**src/verilog/fic_pkg.sv**
```systemverilog
// Package of constants for the fast interrupt context swap block
`default_nettype none
package fic_pkg;
    // Register port offsets
    localparam logic [2:0] OFS_MODE      = 3'h0;
    localparam logic [2:0] OFS_VEC_HI    = 3'h1;
    localparam logic [2:0] OFS_VEC_LO    = 3'h2;
    localparam logic [2:0] OFS_FLAGS     = 3'h3;
    localparam logic [2:0] OFS_STATUS    = 3'h4;
    // System mode register fields
    localparam int         MODE_GIE_BIT  = 0;
    localparam int         MODE_FEN_BIT  = 1;
    localparam int         MODE_SEL_LSB  = 2;
    localparam int         SEL_WIDTH     = 3;
    // Flags register fields
    localparam int         FLAGS_FAST_BIT = 1;
    // Reset values
    localparam logic [7:0] MODE_RESET    = 8'h00;
    localparam logic [7:0] FLAGS_RESET   = 8'h00;
    localparam logic [15:0] VEC_RESET    = 16'h0000;
    // Entry timing: fast entry cycles versus normal entry cycles
    localparam int         FAST_ENTRY_CYCLES   = 6;
    localparam int         NORMAL_ENTRY_CYCLES = 16;
    localparam int         LEVELS        = 8;
    typedef enum logic [1:0] {
        ST_IDLE,
        ST_ENTRY,
        ST_RETURN
    } fic_state_type;
endpackage : fic_pkg
`default_nettype wire

```
**src/verilog/fic_level_match.sv**
```systemverilog
// Level selector: finds whether the taken level is the fast level
`default_nettype none
module fic_level_match (
    // Level inputs
    input  wire logic [7:0] level_onehot_in,
    input  wire logic [2:0] sel_in,
    // Result
    output logic            match_out
);
    logic [7:0] hit;
    genvar g;
    generate
        for (g = 0; g < fic_pkg::LEVELS; g++) begin : g_lvl
            assign hit[g] = level_onehot_in[g] && (sel_in == 3'(g));
        end
    endgenerate
    assign match_out = |hit;
endmodule : fic_level_match
`default_nettype wire

```
**src/verilog/fic_core.sv**
```systemverilog
// Fast interrupt context swap: pointer/counter exchange and flag shadowing
// Operation
// - Fast entry swaps pointer and program counter
// - Fast entry copies flags into shadow
// - Fast entry sets fast status flag
// - Fast return swaps pointer and counter back
// - Fast return restores flags from shadow
// - Fast return clears fast status flag
// - Fast works for either pending clear type
// - Only mode enable bit turns fast on
// - Global disable also blocks fast interrupts
// - Six cycle entry, any of eight levels
// - Status set blocks interrupts, return is fast
//
// Local design decisions: the plain strobed port and the placing of the registers.
`default_nettype none
module fic_core (
    // Clock and reset
    input  wire logic        ref_clk_in,
    input  wire logic        reset_n_in,
    input  wire logic        clk_en_in,
    // Register port
    input  wire logic [2:0]  reg_addr_in,
    input  wire logic [7:0]  reg_wdata_in,
    input  wire logic        reg_wr_in,
    input  wire logic        reg_rd_in,
    output logic [7:0]       reg_rdata_out,
    // Sequencer side
    input  wire logic        irq_take_in,
    input  wire logic [7:0]  irq_level_in,
    input  wire logic        irq_return_in,
    input  wire logic        global_irq_on_in,
    input  wire logic        global_irq_off_in,
    input  wire logic [15:0] program_counter_in,
    input  wire logic [7:0]  flags_in,
    input  wire logic        flags_load_in,
    // Results to sequencer
    output logic [15:0]      program_counter_out,
    output logic             pc_load_out,
    output logic [7:0]       flags_out,
    output logic             irq_allow_out,
    output logic             fast_taken_out,
    output logic             busy_out
);
    logic [7:0]  system_mode_reg_q;
    logic [15:0] fast_vector_pointer_q;
    logic [7:0]  flags_q;
    logic [7:0]  shadow_flags_q;
    logic [2:0]  cnt_q;
    fic_pkg::fic_state_type state_q;
    logic [7:0]  rdata_q;
    logic [15:0] pc_out_q;
    logic        pc_load_q;
    logic        fast_taken_q;
    logic        busy_q;

    ////////////////////////////////////////////////////////////////////////////
    // Decode
    logic level_match;
    fic_level_match i_fic_level_match (
        .level_onehot_in (irq_level_in),
        .sel_in          (system_mode_reg_q[fic_pkg::MODE_SEL_LSB +: fic_pkg::SEL_WIDTH]),
        .match_out       (level_match)
    );
    wire fast_active   = flags_q[fic_pkg::FLAGS_FAST_BIT];
    wire gie           = system_mode_reg_q[fic_pkg::MODE_GIE_BIT];
    wire fast_en       = system_mode_reg_q[fic_pkg::MODE_FEN_BIT];
    // Pending clear type is not consulted, so both kinds qualify
    wire start_fast    = (state_q == fic_pkg::ST_IDLE) && irq_take_in && gie
                         && !fast_active && fast_en && level_match;
    wire start_return  = (state_q == fic_pkg::ST_IDLE) && irq_return_in
                         && fast_active;
    wire wr_mode       = reg_wr_in && (reg_addr_in == fic_pkg::OFS_MODE);
    wire wr_vhi        = reg_wr_in && (reg_addr_in == fic_pkg::OFS_VEC_HI);
    wire wr_vlo        = reg_wr_in && (reg_addr_in == fic_pkg::OFS_VEC_LO);
    wire wr_flags      = reg_wr_in && (reg_addr_in == fic_pkg::OFS_FLAGS);
    wire last_cycle    = (cnt_q == 3'(fic_pkg::FAST_ENTRY_CYCLES - 1));
    // Status bits: 1 = sequence running, 0 = fast routine active
    wire [7:0] status  = {6'h00, state_q != fic_pkg::ST_IDLE, fast_active};
    // Unmapped indexes read as zero
    wire [7:0] rd_mux  = (reg_addr_in == fic_pkg::OFS_MODE)   ? system_mode_reg_q :
                         (reg_addr_in == fic_pkg::OFS_VEC_HI) ? fast_vector_pointer_q[15:8] :
                         (reg_addr_in == fic_pkg::OFS_VEC_LO) ? fast_vector_pointer_q[7:0] :
                         (reg_addr_in == fic_pkg::OFS_FLAGS)  ? flags_q :
                         (reg_addr_in == fic_pkg::OFS_STATUS) ? status : 8'h00;

    ////////////////////////////////////////////////////////////////////////////
    // Next values of the two bits that gate acceptance; the allow flag is
    // built from them so it never lags a flag load or a global pulse
    wire gie_d         = global_irq_on_in  ? 1'b1 :
                         global_irq_off_in ? 1'b0 :
                         wr_mode           ? reg_wdata_in[fic_pkg::MODE_GIE_BIT] : gie;
    wire fast_d        = start_fast    ? 1'b1 :
                         start_return  ? 1'b0 :
                         flags_load_in ? flags_in[fic_pkg::FLAGS_FAST_BIT] :
                         wr_flags      ? reg_wdata_in[fic_pkg::FLAGS_FAST_BIT] : fast_active;
    // Busy covers the whole fixed-length sequence, registered for the port
    wire busy_d        = start_fast || start_return
                         || ((state_q != fic_pkg::ST_IDLE) && !last_cycle);
    // Return image: shadow copy with the status bit forced clear
    logic [7:0] flags_restore;
    always_comb begin
        flags_restore = shadow_flags_q;
        flags_restore[fic_pkg::FLAGS_FAST_BIT] = 1'b0;
    end

    ////////////////////////////////////////////////////////////////////////////
    // Mode register; only software writes move the fast enable bit
    // Global pulses win bit 0 over a same-cycle software write
    always_ff @(posedge ref_clk_in or negedge reset_n_in) begin
        if (!reset_n_in) begin
            system_mode_reg_q <= fic_pkg::MODE_RESET;
        end else if (clk_en_in) begin
            if (wr_mode) begin
                system_mode_reg_q <= reg_wdata_in;
            end
            if (global_irq_on_in) begin
                system_mode_reg_q[fic_pkg::MODE_GIE_BIT] <= 1'b1;
            end else if (global_irq_off_in) begin
                system_mode_reg_q[fic_pkg::MODE_GIE_BIT] <= 1'b0;
            end
        end
    end

    ////////////////////////////////////////////////////////////////////////////
    // Pointer: swapped with the counter on entry and return
    // After a return it holds the counter value taken at return until software reloads it or the next fast entry swaps it
    always_ff @(posedge ref_clk_in or negedge reset_n_in) begin
        if (!reset_n_in) begin
            fast_vector_pointer_q <= fic_pkg::VEC_RESET;
        end else if (clk_en_in) begin
            if (start_fast || start_return) begin
                fast_vector_pointer_q <= program_counter_in;
            end else if (wr_vhi) begin
                fast_vector_pointer_q[15:8] <= reg_wdata_in;
            end else if (wr_vlo) begin
                fast_vector_pointer_q[7:0] <= reg_wdata_in;
            end
        end
    end

    ////////////////////////////////////////////////////////////////////////////
    // Flags and shadow; hardware updates win over software writes
    always_ff @(posedge ref_clk_in or negedge reset_n_in) begin
        if (!reset_n_in) begin
            flags_q        <= fic_pkg::FLAGS_RESET;
            shadow_flags_q <= fic_pkg::FLAGS_RESET;
        end else if (clk_en_in) begin
            if (start_fast) begin
                shadow_flags_q <= flags_q;
                flags_q[fic_pkg::FLAGS_FAST_BIT] <= 1'b1;
            end else if (start_return) begin
                flags_q <= flags_restore;
            end else if (flags_load_in) begin
                flags_q <= flags_in;
            end else if (wr_flags) begin
                flags_q <= reg_wdata_in;
            end
        end
    end

    ////////////////////////////////////////////////////////////////////////////
    // Sequence: counter load is a single-cycle swap, busy spans the entry
    // A low clock enable stretches the sequence by whole cycles
    always_ff @(posedge ref_clk_in or negedge reset_n_in) begin
        if (!reset_n_in) begin
            state_q      <= fic_pkg::ST_IDLE;
            cnt_q        <= 3'h0;
            pc_out_q     <= 16'h0000;
            pc_load_q    <= 1'b0;
            fast_taken_q <= 1'b0;
            busy_q       <= 1'b0;
        end else if (clk_en_in) begin
            // Pulses last one enabled cycle each
            pc_load_q    <= start_fast || start_return;
            fast_taken_q <= start_fast;
            busy_q       <= busy_d;
            if (start_fast || start_return) begin
                pc_out_q <= fast_vector_pointer_q;
            end
            case (state_q)
                fic_pkg::ST_IDLE: begin
                    cnt_q <= 3'h0;
                    if (start_fast) begin
                        state_q <= fic_pkg::ST_ENTRY;
                    end else if (start_return) begin
                        state_q <= fic_pkg::ST_RETURN;
                    end
                end
                default: begin
                    cnt_q <= cnt_q + 3'h1;
                    if (last_cycle) begin
                        state_q <= fic_pkg::ST_IDLE;
                    end
                end
            endcase
        end
    end

    ////////////////////////////////////////////////////////////////////////////
    // Read data and allow flag
    logic allow_q;
    always_ff @(posedge ref_clk_in or negedge reset_n_in) begin
        if (!reset_n_in) begin
            rdata_q <= 8'h00;
            allow_q <= 1'b0;
        end else if (clk_en_in) begin
            // Read data stands for one cycle only; idle cycles read as zero
            rdata_q <= reg_rd_in ? rd_mux : 8'h00;
            allow_q <= gie_d && !fast_d;
        end
    end

    assign reg_rdata_out       = rdata_q;
    assign program_counter_out = pc_out_q;
    assign pc_load_out         = pc_load_q;
    assign flags_out           = flags_q;
    assign irq_allow_out       = allow_q;
    assign fast_taken_out      = fast_taken_q;
    assign busy_out            = busy_q;
endmodule : fic_core
`default_nettype wire

```
**config.mk**
```make
export PLATFORM = sky130hd
export DESIGN_NAME = fic_core
export DESIGN_NICKNAME = d
export VERILOG_FILES = /design/src/verilog/fic_pkg.sv /design/src/verilog/fic_level_match.sv /design/src/verilog/fic_core.sv
export SDC_FILE = /design/constraint.sdc
export NUM_CORES = 1
export LEC_CHECK = 0
export BUFFER_PORTS_ARGS = -buffer_cell sky130_fd_sc_hd__clkbuf_2
export CORE_UTILIZATION = 35
export CTS_BUF_LIST = sky130_fd_sc_hd__clkbuf_8
export CTS_CLUSTER_DIAMETER = 50
export CTS_CLUSTER_SIZE = 40
export DETAILED_ROUTE_END_ITERATION = 8
export PLACE_DENSITY = 0.66
export SLEW_MARGIN = 20
export SYNTH_ARGS = -nofsm -noshare
export SYNTH_HDL_FRONTEND = slang
export SYNTH_HIERARCHICAL = 1
export SYNTH_SLANG_ARGS = --single-unit
```
**constraint.sdc**
```tcl
create_clock -name ref_clk_in -period 3.1 [get_ports ref_clk_in]
set_input_delay 0.465 -clock ref_clk_in [delete_from_list [all_inputs] [get_ports ref_clk_in]]
set_output_delay 0.465 -clock ref_clk_in [all_outputs]
set_load 0.02 [all_outputs]
```
# == Word-level counts from Yosys, hierarchy flattened ==
# Index checks and enable logic that the tools add are counted.
# Widths: inputs -> output; s select.
# totals
output_inout_bits,36
in_bits,53
ff_bits,73
wordCells,106
# op_classes
addsub,1
muxes,29
eq_ne,14
reduce_logical,46
bitwise_logic,1
# ops
cell,n
$mux 8,11
$logic_and 1x1->1,21
$eq 3x3->1 const B,6
$mux 16,1
$eq 3x2->1 const B,4
$reduce_and 2->1,6
$mux 1,11
$mux 2,5
$reduce_and 3->1,3
$reduce_bool 2->1,4
$reduce_or 8->1,1
$eq 3x1->1 const B,2
$logic_not 3->1,2
$reduce_bool 3->1,2
$reduce_bool 4->1,1
$add 3x1->3 const B,1
$logic_not 1->1,3
$mux 3,1
$ne 3x3->1 const B,1
$logic_not 2->1,1
$logic_or 1x1->1,2
$ne 2x1->1 const B,1
$not 1->1,1

# == Logic depth before layout (Yosys ltp) ==
# logic_depth
word_depth,9
ltp_mapped,8

# == Hierarchy ==
# Netlist, hierarchy kept.
# by_module_without_submodules
module,seq_area_each_um2,area_each_um2,cells_each,n_inst
fic_core,1801.7,3532.1,293,1
fic_level_match,0.0,63.8,3,1

# == Least setup slack after synthesis ==
# No wires, ideal clock.
# synth_timing
path_kind,input-to-reg
from,input port irq_level_in[3]
to,register fast_vector_pointer_q[0]
path_stages,6
required_ps,2975
arrival_time_ps,2317
setup_time_ps,125
path_slack_ps,659
cell_sequence,mux4_1 > mux2_2 > nand4bb_1 > nor2_1 > o31ai_2 > mux2_2
# synth_via
elab_chain_len,6
# synth_lines
element,line,source
from (decl),fic_core.sv:30,"input wire logic [7:0] irq_level_in,"
$logic_and 1x1->1 *,fic_level_match.sv:14,assign hit[g] = level_onehot_in[g] && (sel_in == 3'(g));
$reduce_or 8->1 *,fic_level_match.sv:17,assign match_out = |hit;
net level_match,fic_core.sv:59,logic level_match;
$logic_and 1x1->1 *,fic_core.sv:70,&& !fast_active && fast_en && level_match;
$logic_or 1x1->1 *,fic_core.sv:132,if (start_fast || start_return) begin
$ne 2x1->1 (no source line) or $reduce_bool 2->1 (tied branches),--,
$reduce_and 3->1 (no source line),--,
to (signal assigned),fic_core.sv:130,fast_vector_pointer_q <= fic_pkg::VEC_RESET;
to (signal assigned),fic_core.sv:133,fast_vector_pointer_q <= program_counter_in;
to (signal assigned),fic_core.sv:137,fast_vector_pointer_q[7:0] <= reg_wdata_in;
to (decl),fic_core.sv:46,logic [15:0] fast_vector_pointer_q;
# The timed path passes the listed nets; every way through them passes the cells marked *.
# A chain may end at the register's enable or synchronous reset.

# == Worst setup path after layout ==
# layout_timing
from,register system_mode_reg_q[3]
to,register fast_vector_pointer_q[6]
# layout_via
elab_chain_len,7
# layout_lines
element,line,source
from (decl),fic_core.sv:45,logic [7:0] system_mode_reg_q;
from (signal assigned),fic_core.sv:112,system_mode_reg_q <= fic_pkg::MODE_RESET;
from (signal assigned),fic_core.sv:115,system_mode_reg_q <= reg_wdata_in;
$eq 3x1->1 (tied with other cells),fic_level_match.sv:14,
$logic_and 1x1->1,fic_level_match.sv:14,
$reduce_or 8->1 *,fic_level_match.sv:17,
net level_match,fic_core.sv:59,
$logic_and 1x1->1 *,fic_core.sv:70,
$logic_or 1x1->1 *,fic_core.sv:132,
$ne 2x1->1 (no source line) or $reduce_bool 2->1 (tied branches),--,
$reduce_and 3->1 (no source line),--,
# Marked as above.

==> summary.md <==
| Metric | Value |
|---|---|
| Outcome | `finished, final reports clean` |
| Worst path top cell family by delay | `multiplexers` |
| Syn nets | `around 350` |
| Die area | `10,700 um2` |
| Post-synth top flop | `dfrtp_1` |
| Ys Warns | `6` |
| Synth Area in XOR/XNOR | `0%` |
| Synth area leader | `dfrtp_1` |
| RSZ-0062 raised after global routing | `false` |
| Worst clock skew | `0.0144 ns` |
| Clock latency at the later pin of the worst-skew pair | `0.35 ns` |
| Worst setup SP type | `flop` |
| WP data arrival | `2.88 ns` |
| Achievable Freq | `between 300 and 400 MHz` |
| Switching share of power | `34.9%` |
| Top cell type's share of synthesized area | `50.1%` |
| Final period util | `between 80% and 90%` |
| Peak supply drop | `0.333 mV` |
| GR Layer Usage met1 | `26.2%` |
| Register area | `1800 um2` |
| H-tree depth | `3` |
| Resize count post-CTS | `0` |
| Core region area | `9860 um2` |
| GRT met3 Usage | `2.96%` |
| Initial core utilization | `36.5%` |
| Slowest stage delay, CP | `0.57 ns` |
| CP Cell Sequence | `mux4_1 -> mux2_2 -> nand4bb_1 -> o21ba_4 -> mux2_2 -> mux2_2` |
| Hold buffer count at cts | `0` |
| R2R Setup Slk | `between 0.4 and 0.5 ns` |
| Seq pwr share | `41.8%` |
| DP Wirelength | `7.01 mm` |
| Share of cells above drive strength 1 | `46.1%` |
| Rows | `36` |
| Setup crit end kind | `flop` |
| Worst r2r path cells | `6` |
| Fillers | `between 900 and 1,000` |
| GRT overflow | `0` |
| Internal power | `2.45 mW` |
| Clock power frac | `24.8%` |
| Setup_tns | `0 ns` |
| Critical-path maximum fanout | `19` |
| Starting DRT DRC Count | `92` |
| Most used routing layer | `met2` |
| Postcts setup bufs | `0` |
| Drc violations | `0` |
| Top post-synthesis cells by area | `dfrtp_1 50%, mux2_2 20%, mux2i_1 7.5%, inv_1 2.3%, o21ai_0 2.2%` |
| Largest family of logic cells by synthesized area | `multiplexers` |
| Post-synth cell types | `43` |
| DP Area | `4200 um2` |
| Multi-input logic area | `1640 um2` |
| First-pass GRT wire length | `14.8 mm` |
| Sw Pwr | `around 1.3 mW` |
| Pwr Density | `844 nW/um2` |
| Fin nets | `445` |
| Vias in the first global route | `2,797` |
| Hold Crit Class | `input pin to asynchronous set/reset pin` |
| Post-synth EDFFs | `0` |
| Required @ worst endpoint | `3.33 ns` |
| Core Util, Final | `45.2%` |
| Mapped cell area | `3600 um2` |
| Drt pass-1 iters | `4` |
| Area added between synthesis and finish | `23.9%` |
| Clk slew on worst S/H paths | `0.09 ns` |
| Total CTS buffers | `9` |
| Compound-gate portion of the synthesized area | `8.91%` |
| Critical path depth | `6` |
| Combinational Power Share | `between 30% and 40%` |
| I/O Buffers | `88` |
| Fraction of synthesized area in multiplexers | `29.7%` |
| Clock tree from TritonCTS | `yes` |
| Cells after Synth | `~300` |
| Fin crit period | `roughly 2.6 ns` |
| Root Buffer | `clkbuf_8` |
| GR Util All Layers | `a little under a fifth` |
| Vias | `2,642` |
| Horiz. Die Dim | `103 um` |
| Via/cell ratio | `5.00` |
| Num ports | `89` |
| Yosys reg bits | `72` |
| Placer Congestion | `0.793` |
| Ys async rst share | `100%` |
| # diodes | `0` |
| Finished Cell Area | `4450 um2` |
| Max_cap viols | `0` |
| Setup violations, final | `0` |
| Fin. max-slew vios | `0` |
| Die H | `approximately 100 um` |
| Fin cells | `about 530` |
| Synth Area in Adders | `0.696%` |
| Clk sinks | `72` |
| Slew of the pin with the lowest slew margin | `0.807 ns` |
| WP buf/inv | `0` |
| Critical R2R Launch | `system_mode_reg_q[3]` |
| Sequential area share after synthesis | `50.1%` |
| Cell repeated most along the worst path | `mux2_2` |
| CP startpoint | `system_mode_reg_q[3]` |
| Worst Setup EP | `fast_vector_pointer_q[6]` |
| Crit path kind | `flop to flop` |
| Initial antenna violation count | `0` |
| Worst-case clock buffer depth | `2` |
| Max_slew headroom | `approximately 46%` |
| Number of routed nets with antenna violations | `0` |
| Post-synthesis area per instance | `12.1 um2` |
| CP max-delay cell | `mux4_1` |
| Largest net degree at the start of global routing | `40` |
| Leakage | `2.16 nW` |
| Drt total wl | `9.36 mm` |
| Synth Area in Simple Gates | `approximately 6.2%` |
| Met2 usage | `around 30%` |
| Routed WL per cell | `between 15 and 20 um` |
| Critical R2R Capture | `fast_vector_pointer_q[6]` |
| Hold Vio Cnt, Final | `0` |
| Placed cell count | `512` |
==> worst register-to-register path, cell delays in order (launching register included) <==
cell and delay [ns]:
dfrtp_1 0.44, mux4_1 0.57, mux2_2 0.30, nand4bb_1 0.16, o21ba_4 0.39, mux2_2 0.40, mux2_2 0.26
==> how the worst min path moves through the flow <==
stage | from | endpoint
CTS | reset_n_in | system_mode_reg_q[4]
floorplan | reset_n_in | busy_out
global placement | system_mode_reg_q[7] | system_mode_reg_q[7]
detailed placement | shadow_flags_q[4] | shadow_flags_q[4]
finish | reset_n_in | program_counter_out[12]
global route | reset_n_in | reg_rdata_out[2]
==> per-stage QoR <==
step           hold slack [ns]  power, mW  setup slack [ns]
2_1_floorplan            0.169       2.39             0.659
3_3_place_gp             0.483       2.80             0.483
3_5_place_dp             0.494       2.85             0.432
4_1_cts                  0.202       3.79             0.450
5_1_grt                  0.265       3.97             0.332
6_report                 0.199       3.76             0.452
==> routing by layer <==
layer  vias up  wire [um]
li1       1247          -
met1      1301       4530
met2        81       4260
met3        13        376
met4         0        199
met5         -          0
==> registers in the layout, summed over array words and instances (netlist names) <==
signal,count
fast_taken_out,1
shadow_flags_q,7
irq_allow_out,1
flags_out,8
system_mode_reg_q,8
reg_rdata_out,8
fast_vector_pointer_q,16
program_counter_out,16
cnt_q,3
pc_load_out,1
busy_out,1
state_q,2
==> cell usage in the layout, fill, tap and decap left out, types with 2 or more instances in the layout <==
cell	n
buf_4	7
dfrtp_1	72
clkbuf_2	87
mux2i_1	27
nand2_1	14
mux4_1	3
nand3_1	2
o22ai_1	7
ha_1	2
nor2_1	16
clkbuf_8	10
mux2_2	64
inv_1	22
bufinv_16	3
o21ai_0	16
a22oi_1	2
nand2b_1	2
a21oi_1	9
==> cell families (layout without fill, tap and decap cells) <==
group,after synthesis,in the layout
and+or+nand+nor,44,44
adders and majority gates,2,2
DFF,72,72
muxes,94,94
buffers and inverters,35,134
AOI/OAI and AO/OA,49,49
==> synthesized netlist by cell type, drive strengths merged (3+ instances only) <==
| cell | n |
|---|---|
| mux2 | 64 |
| o22ai | 7 |
| mux4 | 3 |
| nand2 | 14 |
| a21oi | 10 |
| inv | 22 |
| buf | 7 |
| dfrtp | 72 |
| o21ai | 17 |
| mux2i | 27 |
| clkbuf | 6 |
| nor2 | 16 |
==> power by group through the flow <==
stage	registers (mW)	logic (mW)	clock network, mW
after floorplan	1.70	0.685	0
after global placement	1.58	1.22	0
after detailed placement	1.59	1.26	0
after CTS	1.57	1.27	0.946
after global routing	1.62	1.37	0.982
final	1.57	1.25	0.934
==> layout make-up <==
class                   count  share of cell area, %
flip-flops and latches     72                   40.4
clock buffers              10                   3.09
well taps                 133                   3.74
multi-input cells         189                   36.8
inverters                  22                   1.85
repair buffers             96                   11.5
clock inverters             6                   2.58
Power figures use the tool's default switching activity.
